[config.mk]
export PLATFORM = sky130hd
export DESIGN_NAME = dce_executor
export DESIGN_NICKNAME = d
export VERILOG_FILES = /design/src/verilog/dce_pkg.sv /design/src/verilog/dce_executor.sv /design/src/verilog/dce_sector_mem.sv /design/src/verilog/dce_interleave.sv
export VERILOG_INCLUDE_DIRS = /design/src /design/src/verilog
export SDC_FILE = /design/constraint.sdc
export NUM_CORES = 2
export LEC_CHECK = 0
export BUFFER_PORTS_ARGS = -buffer_cell sky130_fd_sc_hd__buf_4
export CAP_MARGIN = 20
export CORE_ASPECT_RATIO = 1.5
export CORE_MARGIN = 2
export CORE_UTILIZATION = 40
export DETAILED_ROUTE_END_ITERATION = 8
export PLACE_DENSITY = 0.53
export SYNTH_ARGS = -nofsm -noshare
export SYNTH_HDL_FRONTEND = slang
export SYNTH_HIERARCHICAL = 1
export SYNTH_SLANG_ARGS = --single-unit
[constraint.sdc]
create_clock -name sys_clk -period 34.4 [get_ports sys_clk]
set_clock_uncertainty 0.15 [all_clocks]
set_input_delay 6.88 -clock sys_clk [delete_from_list [all_inputs] [get_ports sys_clk]]
set_output_delay 6.88 -clock sys_clk [all_outputs]
set_load 0.01 [all_outputs]
[src/verilog/dce_defines.svh]
// Constants of the disk command executor
`ifndef DCE_DEFINES_SVH
`define DCE_DEFINES_SVH
`define DCE_CLS_UTIL      3'h0
`define DCE_CLS_COPY      3'h1
`define DCE_CLS_FLOP      3'h6
`define DCE_OPC_TEST      5'h00
`define DCE_OPC_RECAL     5'h01
`define DCE_OPC_SYND      5'h02
`define DCE_OPC_SENSE     5'h03
`define DCE_OPC_FMT_DRV   5'h04
`define DCE_OPC_CHK_TRK   5'h05
`define DCE_OPC_FMT_TRK   5'h06
`define DCE_OPC_FMT_BAD   5'h07
`define DCE_OPC_READ      5'h08
`define DCE_OPC_WRITE     5'h0A
`define DCE_OPC_SEEK      5'h0B
`define DCE_OPC_COPY      5'h00
`define DCE_OPC_FLOP_FMT  5'h00
`define DCE_LEN_SHORT     4'hA
`define DCE_LEN_6         4'h6
`define DCE_LEN_10        4'hA
`define DCE_BI_COUNT      1'b0
`define DCE_BI_CTL6       5
`define DCE_BI_CTL10      9
`define DCE_CTL_ECC_OFF   6
`define DCE_ST_PAR        0
`define DCE_ST_ERR        1
`define DCE_ST_UNIT       7:5
`define DCE_SNS_NOT_READY 8'h04
`define DCE_SNS_MEDIA     8'h11
`define DCE_SNS_PARITY    8'h1A
`define DCE_SNS_BAD_CMD   8'h20
`define DCE_FILL_BYTE     8'h6C
`define DCE_IL_MAX        8'h10
`define DCE_FLOP_SPT      6'h1A
`define DCE_HD_SPT        6'h20
`define DCE_HD_LAST_TRK   9'h0FF
`define DCE_SZ_LONG       9'h100
`define DCE_SZ_SHORT      9'h080
`define DCE_FLOP_TRK0_END 21'h00001A
`define DCE_MEM_DEPTH     256
`define DCE_REG_CTRL      4'h0
`define DCE_REG_STATUS    4'h1
`define DCE_REG_SENSE     4'h2
`define DCE_REG_PHASE     4'h3
`define DCE_CTRL_RESET    1'b1
`endif

[src/verilog/dce_pkg.sv]
// Types of the disk command executor
package dce_pkg;
  typedef enum logic [3:0] {
    PH_IDLE, PH_CMD, PH_EXEC, PH_HIN, PH_HOUT, PH_MEDS, PH_WAIT, PH_FMT, PH_STAT, PH_MSG
  } dce_ph_e;
  typedef enum logic [2:0] {
    MOP_READ, MOP_WRITE, MOP_SEEK, MOP_RECAL, MOP_CHECK, MOP_IDFMT
  } dce_mop_e;
  typedef enum logic [1:0] {SRC_BUF, SRC_SYN, SRC_SENSE} dce_src_e;
  typedef struct packed {
    logic        valid;
    dce_mop_e    op;
    logic [2:0]  unit;
    logic [20:0] lba;
    logic [5:0]  phys;
    logic [5:0]  logical;
    logic        bad;
    logic [7:0]  fill;
    logic        mfm;
    logic [8:0]  size;
  } dce_mreq_s;
  typedef struct packed {
    logic       done;
    logic       err;
    logic [7:0] ecc_off;
    logic [2:0] ecc_start;
    logic [3:0] ecc_pat;
  } dce_mrsp_s;
  typedef struct packed {
    logic       valid;
    logic [7:0] data;
  } dce_mrd_s;
  typedef struct packed {
    logic [7:0] data_b;
    logic       par_b;
    logic       ack_b;
    logic       rst_b;
    logic       sel_b;
  } dce_link_in_s;
  typedef struct packed {
    logic [7:0] data_b;
    logic       par_b;
    logic       data_oe;
    logic       busy_b;
    logic       msg_b;
    logic       cd_b;
    logic       req_b;
    logic       io_b;
  } dce_link_out_s;
  typedef struct packed {
    logic [3:0] addr;
    logic [7:0] wdata;
    logic       we;
    logic       re;
  } dce_reg_s;
  typedef struct packed {
    logic [5:0] pos;
    logic [5:0] base;
  } dce_il_s;
endpackage : dce_pkg

[src/verilog/dce_executor.sv]
// Disk command executor: host link, command decode and media sequencing
`timescale 1ns/1ps
`include "dce_defines.svh"
module dce_executor
  import dce_pkg::*;
(
  input  wire logic                  sys_clk,
  input  wire logic                  rst_b,
  input  wire dce_pkg::dce_link_in_s link_in,
  output dce_pkg::dce_link_out_s     link_out,
  input  wire logic [7:0]            unit_ready,
  output dce_pkg::dce_mreq_s         med_req,
  input  wire dce_pkg::dce_mrsp_s    med_rsp,
  input  wire dce_pkg::dce_mrd_s     med_rd,
  output logic                       med_wr_valid,
  output logic [7:0]                 med_wr_byte,
  input  wire dce_pkg::dce_reg_s     reg_in,
  output logic [7:0]                 reg_rdata
);
  import dce_pkg::*;

  typedef struct packed {
    dce_ph_e        ph;
    dce_link_out_s  link;
    logic           wait_rel;
    logic           prime;
    logic [9:0][7:0] cdb;
    logic [8:0]     idx;
    logic [8:0]     xlen;
    logic [8:0]     left;
    logic [2:0]     unit;
    logic [20:0]    lba;
    logic [2:0]     dunit;
    logic [20:0]    dlba;
    logic           copy;
    logic           wr;
    logic           bad;
    logic           st_err;
    logic           st_par;
    logic [7:0]     sense;
    logic [2:0]     sunit;
    logic [20:0]    slba;
    logic [7:0]     syn_off;
    logic [7:0]     syn;
    dce_src_e       src;
    logic [7:0][1:0] fmt;
    logic [7:0]     flop;
    dce_mreq_s      med;
    logic           mw_valid;
    logic           par_en;
    logic [7:0]     last_st;
    logic [7:0]     rdata;
    logic [5:0]     slot;
    logic [8:0]     trk;
    logic           all_trk;
    logic [20:0]    tlba;
    logic [5:0]     spt;
  } dce_st_s;

  localparam dce_link_out_s LINK_IDLE = '{
    data_b: 8'hFF, par_b: 1'b1, data_oe: 1'b0, busy_b: 1'b1,
    msg_b: 1'b1, cd_b: 1'b1, req_b: 1'b1, io_b: 1'b1};

  dce_st_s     s_ff;
  dce_st_s     nxt_s;
  logic        take;
  logic        rel;
  logic        pok;
  logic        adv;
  logic        inv;
  logic        il_clr;
  logic        il_step;
  logic        mem_we;
  logic [7:0]  mem_wd;
  logic [7:0]  mem_rd;
  logic [7:0]  din;
  logic [7:0]  ob;
  logic [7:0]  cnt;
  logic [3:0]  clen;
  logic [2:0]  u0;
  logic [20:0] a0;
  logic [20:0] nl;
  logic [8:0]  sz0;
  logic [5:0]  il_pos;
  logic        il_ok;

  function automatic logic [8:0] secsz(input logic fl, input logic dd, input logic [20:0] a);
    if (!fl) begin
      secsz = `DCE_SZ_LONG;
    end else if (dd && a >= `DCE_FLOP_TRK0_END) begin
      secsz = `DCE_SZ_LONG;
    end else begin
      secsz = `DCE_SZ_SHORT;
    end
  endfunction : secsz

  function automatic dce_mreq_s mreq(input dce_mop_e op, input logic [2:0] u,
                                     input logic [20:0] a, input logic [8:0] sz);
    mreq       = '0;
    mreq.valid = 1'b1;
    mreq.op    = op;
    mreq.unit  = u;
    mreq.lba   = a;
    mreq.size  = sz;
    mreq.mfm   = sz[8];
    mreq.fill  = `DCE_FILL_BYTE;
  endfunction : mreq

  always_comb begin
    nxt_s   = s_ff;
    take    = !s_ff.link.req_b && !link_in.ack_b;
    rel     = s_ff.wait_rel && link_in.ack_b;
    din     = ~link_in.data_b;
    pok     = !s_ff.par_en || ^{din, ~link_in.par_b};
    adv     = 1'b0;
    inv     = 1'b0;
    il_clr  = 1'b0;
    il_step = 1'b0;
    mem_we  = 1'b0;
    mem_wd  = din;
    u0      = s_ff.cdb[1][7:5];
    a0      = {s_ff.cdb[1][4:0], s_ff.cdb[2], s_ff.cdb[3]};
    cnt     = s_ff.cdb[4];
    nl      = s_ff.lba + 21'h000001;
    sz0     = secsz(s_ff.flop[u0], s_ff.fmt[u0][1], a0);
    il_ok   = cnt != 8'h00 && cnt <= `DCE_IL_MAX;
    clen    = (s_ff.cdb[0][7:5] == `DCE_CLS_COPY) ? `DCE_LEN_10 : `DCE_LEN_6;
    nxt_s.med.valid = 1'b0;
    nxt_s.mw_valid  = 1'b0;
    nxt_s.rdata     = 8'h00;
    if (s_ff.ph == PH_STAT) begin
      ob = 8'h00;
      ob[`DCE_ST_UNIT] = s_ff.unit;
      ob[`DCE_ST_ERR]  = s_ff.st_err;
      ob[`DCE_ST_PAR]  = s_ff.st_par;
    end else if (s_ff.ph == PH_MSG) begin
      ob = 8'h00;
    end else if (s_ff.src == SRC_SYN) begin
      ob = s_ff.idx[0] ? s_ff.syn : s_ff.syn_off;
    end else if (s_ff.src == SRC_SENSE) begin
      ob = (s_ff.idx[1:0] == 2'h0) ? s_ff.sense :
           (s_ff.idx[1:0] == 2'h1) ? {s_ff.sunit, s_ff.slba[20:16]} :
           (s_ff.idx[1:0] == 2'h2) ? s_ff.slba[15:8] : s_ff.slba[7:0];
    end else begin
      ob = mem_rd;
    end
    if (reg_in.we && reg_in.addr == `DCE_REG_CTRL) begin
      nxt_s.par_en = reg_in.wdata[0];
    end
    if (reg_in.re) begin
      if (reg_in.addr == `DCE_REG_CTRL) begin
        nxt_s.rdata = {7'h00, s_ff.par_en};
      end else if (reg_in.addr == `DCE_REG_STATUS) begin
        nxt_s.rdata = s_ff.last_st;
      end else if (reg_in.addr == `DCE_REG_SENSE) begin
        nxt_s.rdata = s_ff.sense;
      end else if (reg_in.addr == `DCE_REG_PHASE) begin
        nxt_s.rdata = {4'h0, s_ff.ph};
      end
    end
    // Handshake: take on ack, then wait for ack release before the next byte
    if (take) begin
      nxt_s.link.req_b = 1'b1;
      nxt_s.wait_rel   = 1'b1;
    end
    if (rel) begin
      nxt_s.wait_rel = 1'b0;
    end
    if (!link_in.rst_b) begin
      nxt_s.ph       = PH_IDLE;
      nxt_s.wait_rel = 1'b0;
      nxt_s.prime    = 1'b0;
      nxt_s.link     = LINK_IDLE;
    end else begin
      unique case (s_ff.ph)
        PH_IDLE: begin
          if (!link_in.sel_b) begin
            nxt_s.ph     = PH_CMD;
            nxt_s.idx    = 9'h000;
            nxt_s.st_err = 1'b0;
            nxt_s.st_par = 1'b0;
            nxt_s.copy   = 1'b0;
            nxt_s.wr     = 1'b0;
            nxt_s.bad    = 1'b0;
            nxt_s.all_trk = 1'b0;
          end
        end
        PH_CMD, PH_HIN: begin
          if (s_ff.link.req_b && !s_ff.wait_rel) begin
            nxt_s.link.req_b = 1'b0;
          end
          if (take) begin
            if (s_ff.ph == PH_CMD) begin
              nxt_s.cdb[s_ff.idx[3:0]] = din;
            end else begin
              mem_we = 1'b1;
            end
            if (!pok) begin
              nxt_s.st_par = 1'b1;
              nxt_s.st_err = 1'b1;
              nxt_s.sense  = `DCE_SNS_PARITY;
            end
          end
          if (rel) begin
            nxt_s.idx = s_ff.idx + 9'h001;
            if (s_ff.st_par) begin
              // Status waits for ack release, or that release would skip it
              nxt_s.ph = PH_STAT;
            end else if (s_ff.ph == PH_CMD && s_ff.idx + 9'h001 == {5'h00, clen}) begin
              nxt_s.ph = PH_EXEC;
            end else if (s_ff.ph == PH_HIN && s_ff.idx + 9'h001 == s_ff.xlen) begin
              nxt_s.idx = 9'h000;
              nxt_s.ph  = PH_MEDS;
            end
          end
        end
        PH_EXEC: begin
          nxt_s.unit  = u0;
          nxt_s.lba   = a0;
          nxt_s.left  = (cnt == 8'h00) ? 9'h100 : {1'b0, cnt};
          nxt_s.dunit = s_ff.cdb[5][7:5];
          nxt_s.dlba  = {s_ff.cdb[5][4:0], s_ff.cdb[6], s_ff.cdb[7]};
          nxt_s.idx   = 9'h000;
          nxt_s.xlen  = sz0;
          nxt_s.ph    = PH_STAT;
          nxt_s.spt   = s_ff.flop[u0] ? `DCE_FLOP_SPT : `DCE_HD_SPT;
          nxt_s.slot  = 6'h00;
          nxt_s.trk   = 9'h000;
          nxt_s.tlba  = a0;
          il_clr      = 1'b1;
          if (s_ff.cdb[0][7:5] == `DCE_CLS_UTIL) begin
            case (s_ff.cdb[0][4:0])
              `DCE_OPC_TEST: begin
                if (!unit_ready[u0]) begin
                  nxt_s.st_err = 1'b1;
                  nxt_s.sense  = `DCE_SNS_NOT_READY;
                  nxt_s.sunit  = u0;
                  nxt_s.slba   = a0;
                end
              end
              `DCE_OPC_RECAL: begin
                nxt_s.med = mreq(MOP_RECAL, u0, a0, sz0);
                nxt_s.ph  = PH_WAIT;
              end
              `DCE_OPC_SYND: begin
                if (s_ff.cdb[`DCE_BI_CTL6][`DCE_CTL_ECC_OFF]) begin
                  nxt_s.src  = SRC_SYN;
                  nxt_s.xlen = 9'h002;
                  nxt_s.ph   = PH_HOUT;
                end else begin
                  inv = 1'b1;
                end
              end
              `DCE_OPC_SENSE: begin
                nxt_s.src  = SRC_SENSE;
                nxt_s.xlen = 9'h004;
                nxt_s.ph   = PH_HOUT;
              end
              `DCE_OPC_FMT_DRV: begin
                nxt_s.all_trk = 1'b1;
                nxt_s.tlba    = 21'h000000;
                nxt_s.ph      = il_ok ? PH_FMT : PH_STAT;
                inv           = !il_ok;
              end
              `DCE_OPC_CHK_TRK: begin
                nxt_s.med = mreq(MOP_CHECK, u0, a0, sz0);
                nxt_s.ph  = PH_WAIT;
              end
              `DCE_OPC_FMT_TRK: begin
                nxt_s.ph = il_ok ? PH_FMT : PH_STAT;
                inv      = !il_ok;
              end
              `DCE_OPC_FMT_BAD: begin
                nxt_s.bad = 1'b1;
                nxt_s.ph  = il_ok ? PH_FMT : PH_STAT;
                inv       = !il_ok;
              end
              `DCE_OPC_READ: begin
                nxt_s.med = mreq(MOP_READ, u0, a0, sz0);
                nxt_s.ph  = PH_WAIT;
              end
              `DCE_OPC_WRITE: begin
                nxt_s.wr = 1'b1;
                nxt_s.ph = PH_HIN;
              end
              `DCE_OPC_SEEK: begin
                nxt_s.med = mreq(MOP_SEEK, u0, a0, sz0);
                nxt_s.ph  = PH_WAIT;
              end
              default: begin
                inv = 1'b1;
              end
            endcase
          end else if (s_ff.cdb[0][7:5] == `DCE_CLS_COPY &&
                       s_ff.cdb[0][4:0] == `DCE_OPC_COPY) begin
            nxt_s.copy = 1'b1;
            nxt_s.med  = mreq(MOP_READ, u0, a0, sz0);
            nxt_s.ph   = PH_WAIT;
          end else if (s_ff.cdb[0][7:5] == `DCE_CLS_FLOP &&
                       s_ff.cdb[0][4:0] == `DCE_OPC_FLOP_FMT) begin
            nxt_s.fmt[u0]  = s_ff.cdb[4][1:0];
            nxt_s.flop[u0] = 1'b1;
          end else begin
            inv = 1'b1;
          end
          if (inv) begin
            nxt_s.st_err = 1'b1;
            nxt_s.sense  = `DCE_SNS_BAD_CMD;
            nxt_s.sunit  = u0;
            nxt_s.slba   = a0;
          end
        end
        PH_FMT: begin
          nxt_s.med = mreq(MOP_IDFMT, s_ff.unit, s_ff.tlba,
                           secsz(s_ff.flop[s_ff.unit], s_ff.fmt[s_ff.unit][1], s_ff.tlba));
          nxt_s.med.phys    = il_pos;
          nxt_s.med.logical = s_ff.slot;
          nxt_s.med.bad     = s_ff.bad;
          nxt_s.ph          = PH_WAIT;
        end
        PH_MEDS: begin
          // Bytes go out first; the write itself is only ordered once all xlen bytes have gone out
          if (s_ff.idx != s_ff.xlen) begin
            nxt_s.mw_valid = 1'b1;
            nxt_s.idx      = s_ff.idx + 9'h001;
          end else begin
            nxt_s.med = mreq(MOP_WRITE, s_ff.copy ? s_ff.dunit : s_ff.unit,
                             s_ff.copy ? s_ff.dlba : s_ff.lba, s_ff.xlen);
            nxt_s.ph  = PH_WAIT;
          end
        end
        PH_WAIT: begin
          if (med_rd.valid) begin
            mem_we    = 1'b1;
            mem_wd    = med_rd.data;
            nxt_s.idx = s_ff.idx + 9'h001;
          end
          if (med_rsp.done) begin
            nxt_s.idx = 9'h000;
            if (med_rsp.err) begin
              nxt_s.st_err  = 1'b1;
              nxt_s.sense   = `DCE_SNS_MEDIA;
              nxt_s.sunit   = s_ff.med.unit;
              nxt_s.slba    = s_ff.med.lba;
              nxt_s.syn_off = med_rsp.ecc_off;
              nxt_s.syn     = {med_rsp.ecc_start, 1'b0, med_rsp.ecc_pat};
              nxt_s.ph      = PH_STAT;
            end else begin
              unique case (s_ff.med.op)
                MOP_READ: begin
                  nxt_s.src = SRC_BUF;
                  nxt_s.ph  = s_ff.copy ? PH_MEDS : PH_HOUT;
                end
                MOP_WRITE: begin
                  adv = 1'b1;
                end
                MOP_IDFMT: begin
                  nxt_s.slot = s_ff.slot + 6'h01;
                  il_step    = 1'b1;
                  nxt_s.ph   = PH_FMT;
                  if (s_ff.slot + 6'h01 == s_ff.spt) begin
                    nxt_s.slot = 6'h00;
                    il_clr     = 1'b1;
                    nxt_s.trk  = s_ff.trk + 9'h001;
                    nxt_s.tlba = s_ff.tlba + {15'h0000, s_ff.spt};
                    if (!s_ff.all_trk || s_ff.trk == `DCE_HD_LAST_TRK) begin
                      nxt_s.ph = PH_STAT;
                    end
                  end
                end
                default: begin
                  nxt_s.ph = PH_STAT;
                end
              endcase
            end
          end
        end
        PH_HOUT, PH_STAT, PH_MSG: begin
          // One idle cycle lets the buffer read data settle before the byte is driven
          if (s_ff.link.req_b && !s_ff.wait_rel) begin
            if (!s_ff.prime) begin
              nxt_s.prime = 1'b1;
            end else begin
              nxt_s.prime       = 1'b0;
              nxt_s.link.data_b = ~ob;
              nxt_s.link.par_b  = ^ob;
              nxt_s.link.req_b  = 1'b0;
              if (s_ff.ph == PH_STAT) begin
                nxt_s.last_st = ob;
              end
            end
          end
          if (rel) begin
            nxt_s.idx = s_ff.idx + 9'h001;
            if (s_ff.ph == PH_STAT) begin
              nxt_s.ph = PH_MSG;
            end else if (s_ff.ph == PH_MSG) begin
              nxt_s.ph = PH_IDLE;
            end else if (s_ff.idx + 9'h001 == s_ff.xlen) begin
              nxt_s.ph = PH_STAT;
              adv      = s_ff.src == SRC_BUF;
            end
          end
        end
      endcase
      if (adv) begin
        nxt_s.left = s_ff.left - 9'h001;
        nxt_s.lba  = nl;
        nxt_s.dlba = s_ff.dlba + 21'h000001;
        nxt_s.idx  = 9'h000;
        nxt_s.xlen = secsz(s_ff.flop[s_ff.unit], s_ff.fmt[s_ff.unit][1], nl);
        if (s_ff.left == 9'h001) begin
          nxt_s.ph = PH_STAT;
        end else if (s_ff.wr) begin
          nxt_s.ph = PH_HIN;
        end else begin
          nxt_s.med = mreq(MOP_READ, s_ff.unit, nl, nxt_s.xlen);
          nxt_s.ph  = PH_WAIT;
        end
      end
      // Phase lines follow the next phase so they change with it
      nxt_s.link.data_oe = nxt_s.ph inside {PH_HOUT, PH_STAT, PH_MSG};
      nxt_s.link.io_b    = !(nxt_s.ph inside {PH_HOUT, PH_STAT, PH_MSG});
      nxt_s.link.cd_b    = !(nxt_s.ph inside {PH_CMD, PH_STAT, PH_MSG});
      nxt_s.link.msg_b   = nxt_s.ph != PH_MSG;
      nxt_s.link.busy_b  = nxt_s.ph == PH_IDLE;
    end
  end

  always_ff @(posedge sys_clk) begin
    if (!rst_b) begin
      s_ff        <= '0;
      s_ff.link   <= LINK_IDLE;
      s_ff.par_en <= `DCE_CTRL_RESET;
    end else begin
      s_ff <= nxt_s;
    end
  end

  dce_sector_mem u_mem (
    .sys_clk  (sys_clk),
    .rst_b    (rst_b),
    .addr     (s_ff.idx[7:0]),
    .we       (mem_we),
    .wdata    (mem_wd),
    .rdata_ff (mem_rd)
  );

  dce_interleave u_il (
    .sys_clk (sys_clk),
    .rst_b   (rst_b),
    .clr     (il_clr),
    .step    (il_step),
    .code    (s_ff.cdb[4][4:0]),
    .count   (s_ff.spt),
    .pos     (il_pos)
  );

  assign link_out     = s_ff.link;
  assign med_req      = s_ff.med;
  assign med_wr_valid = s_ff.mw_valid;
  assign med_wr_byte  = mem_rd;
  assign reg_rdata    = s_ff.rdata;
endmodule : dce_executor

[src/verilog/dce_sector_mem.sv]
// Sector buffer memory with registered read data
`timescale 1ns/1ps
`include "dce_defines.svh"
module dce_sector_mem (
  input  wire logic       sys_clk,
  input  wire logic       rst_b,
  input  wire logic [7:0] addr,
  input  wire logic       we,
  input  wire logic [7:0] wdata,
  output logic      [7:0] rdata_ff
);
  logic [7:0] mem [0:`DCE_MEM_DEPTH-1];

  always_ff @(posedge sys_clk) begin
    if (we) begin
      mem[addr] <= wdata;
    end
    if (!rst_b) begin
      rdata_ff <= 8'h00;
    end else begin
      rdata_ff <= mem[addr];
    end
  end
endmodule : dce_sector_mem

[src/verilog/dce_interleave.sv]
// Physical slot stepper for sector interleave
`timescale 1ns/1ps
module dce_interleave
  import dce_pkg::*;
(
  input  wire logic       sys_clk,
  input  wire logic       rst_b,
  input  wire logic       clr,
  input  wire logic       step,
  input  wire logic [4:0] code,
  input  wire logic [5:0] count,
  output logic      [5:0] pos
);
  dce_il_s    s_ff;
  dce_il_s    nxt_s;
  logic [6:0] sum;

  always_comb begin
    nxt_s = s_ff;
    sum   = {1'b0, s_ff.pos} + {2'b00, code};
    if (clr) begin
      nxt_s = '0;
    end else if (step) begin
      // Past the track end, restart one slot after the previous pass
      if (sum >= {1'b0, count}) begin
        nxt_s.base = s_ff.base + 6'h01;
        nxt_s.pos  = s_ff.base + 6'h01;
      end else begin
        nxt_s.pos = sum[5:0];
      end
    end
  end

  always_ff @(posedge sys_clk) begin
    if (!rst_b) begin
      s_ff <= '0;
    end else begin
      s_ff <= nxt_s;
    end
  end

  assign pos = s_ff.pos;
endmodule : dce_interleave

==> impl_metrics.toml <==
[detailed_routing]
wl_per_cell_um = 29.38
length_of_the_first_detailed_routing_pass_in_iterations = 8
route.final.wire_length_um = 289900
route.detailed.vias_per_inst = 5.819
route.top_layer_used = "met4"
route.detailed.drc = 0
wl_met2_um = 153000
detail-route-antenna-nets = 0
wl_met3_um = 13710
drt_iter0_markers = 5230
detail_route.wirelength.met1_um = 106700
via_count = 57420

[die]
die_height_um = 616.6
rows = 224
design.core.area_sq_um = 248600
die_w_um = 412.4
initial_core_util = 0.4025
design.die.area_sq_um = 254300
io-pin-count = 153

[synthesis]
ys_seq_area_frac = 0.6862
netlist.top_cell.by_area = "edfxtp_1"
syn_avg_cell_area_sq_um = 15.70
asyncSetResetFlopFracSynth = 0
synth-main-ff-cell = "edfxtp_1"
postSynthRegisterBits = 2406
synthTopCellsByArea = "edfxtp_1 (61%), mux4_2 (9.5%), dfxtp_1 (7.2%)"
post_synth_inst_count = 6373
yosysWarnings = 6
synthDominantCellAreaShare = 0.6146
number_of_unique_standard_cell_types_used_by_synthesis = 103
synth_area_sq_um = 100100
synth-edff-count = 2048

[cts]
cts.path.max_buffers = 4
hold_buffers = 0
clockRootBuffer = "clkbuf_16"
clk-insertion-delay-late_ns = 0.90
htree_num_levels = 4
clk_transition_reported_paths_ns = 0.06
cts_tree = "built"
cts_buffers = 227
cts.repair_timing.setup_buffer_count = 0
tritoncts_num_sinks = 2406
post_cts_resize_count = 0

[global_route]
largest_net_degree_at_the_start_of_global_routing = 190
groute.usage.overall = 0.2242
grt_overflow_total = 0
grt_first_pass_wirelength_um = 413700
grt_pass1_vias = 57600
initial_antenna_violation_count = 4

[worst_setup_path]
rr_startpoint = "s_ff[265]"
timing.critical_path.slowest_stage_cell = "buf_4"
r2r_setup_slack_ns = 28.19
regToRegEndpoint = "u_mem/rdata_ff[6]"
critical_path_class = "in -> reg"
path_max_fanout = 93
cells_traversed_along_the_worst_timing_path = "buf_4 > and3_1 > buf_4 > nand2_1 > o21ai_4 > buf_4 > buf_4 > buf_4"
critPathLaunch = "link_in[1]"
worst_path_most_repeated_cell = "buf_4"
arrival_ns = 10.79
cp_slowest_stage_delay_ns = 0.86
data_required_time_at_the_worst_endpoint_ns = 34.77
worstSetupEndpointType = "flop"
critPathLaunchType = "input pin"
critical_path.endpoint = "u_mem/mem[91][0]"
worstRegToRegCells = 10

[power_and_ir_drop]
sequentialPowerShare = 0.558
totalPowerFinal_mw = 5.670
net-switching-power_mw = 1.179
netSwitchingFraction = 0.2079
share_of_power_burned_in_combinational_logic = 0.021
clock_power_share = 0.421
intPower_mw = 4.491
leakage_power_nw = 33.69
worst_ir_drop_vdd_mv = 0.03829
power.density_nw_per_um2 = 51.07

[placed_design]
port_buffers = 145
gpl_congestion = 0.9255
numPlacedInstances = 9460
dpl_cell_area_sq_um = 104100
dp_slack_ns = 23.04
dp_hpwl_um = 188100

[sta]
timing.slew.headroom = 0.2222
final_hold_viol_count = 0
report.final.setup_viol = 0
setup_ws_ns = 23.98
min_period_over_period = 0.3028
max_clk_rate_ghz = 0.09600
period_minus_slack_ns = 10.42
post_route_setup_tns_ns = 0
unrepaired_setup_endpoints_after_global_routing = "false"
timing.final.max_slew_violations = 0
worstMarginPinSlew_ns = 1.151
fin_hold_ws_ns = 0.2962

[run_status]
status = "completed"

[min_path]
hold_path_class = "reg -> reg"
worst_hold_path.num_cells = 2

[layout]
fin_util = 0.4466
final_design_area_no_fill_sq_um = 111000
area_delta_synth_final_pct = 10.95
layout.nets = 6510
number_of_standard_cells_in_the_layout_taps_in_and_fillers_out = 9868
final_layout_size_suffix_gt1_frac = 0.1826

[flow_run]
max_cap_viol_count = 0
==> layer usage <==
layer | track usage | vias to the layer above
met3 | 0.02834 | 578
met4 | 0.1121 | 0
li1 | - | 25200
met1 | 0.2584 | 29790
met5 | 0 | -
met2 | 0.4064 | 1861
==> worst max-delay path: cells and delay by family <==
family,cells,cell delay [ns]
simple gates,2,0.36
compound gates,1,0.08
buf+inv,5,3.14
==> cells in the mapped netlist, types with 18 or more instances <==
cell type and instances:
inv_1 58, buf_6 35, and3_1 56, a22oi_1 126
nand3_1 117, o22ai_1 47, buf_4 118, nor2b_1 39
nand2b_1 21, mux4_2 422, and2_1 19, edfxtp_1 2048
mux2i_1 323, nor3_1 144, nand2_1 309, dfxtp_1 358
a21oi_1 189, buf_2 107, o211ai_1 37, clkbuf_1 235
or3_1 18, buf_1 20, nor2_1 550, a31oi_1 38
a22o_1 31, a221oi_1 40, ha_1 30, nand4_1 36
a21o_1 18, mux2_2 43, xnor2_1 46, o2bb2ai_1 20
a211oi_1 136, o21ai_0 167, nor4_1 28, xor2_1 25
==> registers in the layout, summed over array words and instances, names as in the netlist <==
| signal | cells |
|---|---|
| a0 | 21 |
| cnt | 8 |
| link_out | 15 |
| med_req | 59 |
| med_wr_valid | 1 |
| reg_rdata | 8 |
| s_ff | 226 |
| u_il/pos | 6 |
| u_il/s_ff | 6 |
| u_mem/mem | 2048 |
| u_mem/rdata_ff | 8 |
==> how the worst min path moves through the flow <==
stage,from,to,slack (ns)
final,med_req[16],med_req[16],0.30
after global routing,med_req[12],med_req[12],0.33
after CTS,med_req[16],med_req[16],0.30
after detailed placement,med_req[16],med_req[16],0.29
after global placement,med_req[9],med_req[9],0.29
after floorplan,s_ff[195],s_ff[195],0.28
==> area by class of cell <==
type | count | area (sq um)
diodes | 4 | 10.01
repair buffers | 343 | 2709
inverters | 60 | 231.5
flip-flops and latches | 2406 | 68690
fillers | 21690 | 137600
clock inverters | 113 | 824.5
clock buffers | 286 | 6016
multi-input cells | 3379 | 28440
well taps | 3277 | 4100
==> placed cells by master, fill, tap and decap left out, drive strengths merged, types with 30 or more instances in the layout <==
master	instances
a211oi	138
edfxtp	2048
nand3	117
ha	30
mux2i	323
o21ai	183
a22o	31
a21oi	191
nand2	310
clkinv	93
nor2	550
mux2	43
nor2b	39
inv	66
buf	342
a22oi	126
xnor2	46
o211ai	37
nand4	36
a31oi	40
dfxtp	358
clkbuf	287
and3	56
o22ai	47
a221oi	41
mux4	422
nor3	144
==> cells by family after synthesis <==
kind of cell | after synthesis | synth area share
compound gates | 1045 | 0.07239
xor+xnor | 72 | 0.006440
fa+ha+maj | 31 | 0.003951
buf+inv | 589 | 0.03172
flops | 2406 | 0.6862
mux | 788 | 0.1321
other cells | 1 | 0.00003748
simple gates | 1441 | 0.06710
==> power by group through the flow <==
| stage | clock network, mW | logic (mW) | registers [mW] |
|---|---|---|---|
| 2_1_floorplan | 0 | 0.0662 | 3.25 |
| 3_3_place_gp | 0 | 0.117 | 3.22 |
| 3_5_place_dp | 0 | 0.120 | 3.22 |
| 4_1_cts | 2.44 | 0.120 | 3.16 |
| 5_1_grt | 2.54 | 0.127 | 3.16 |
| 6_report | 2.39 | 0.119 | 3.16 |
Note: power is estimated with default switching activity, not from simulation.
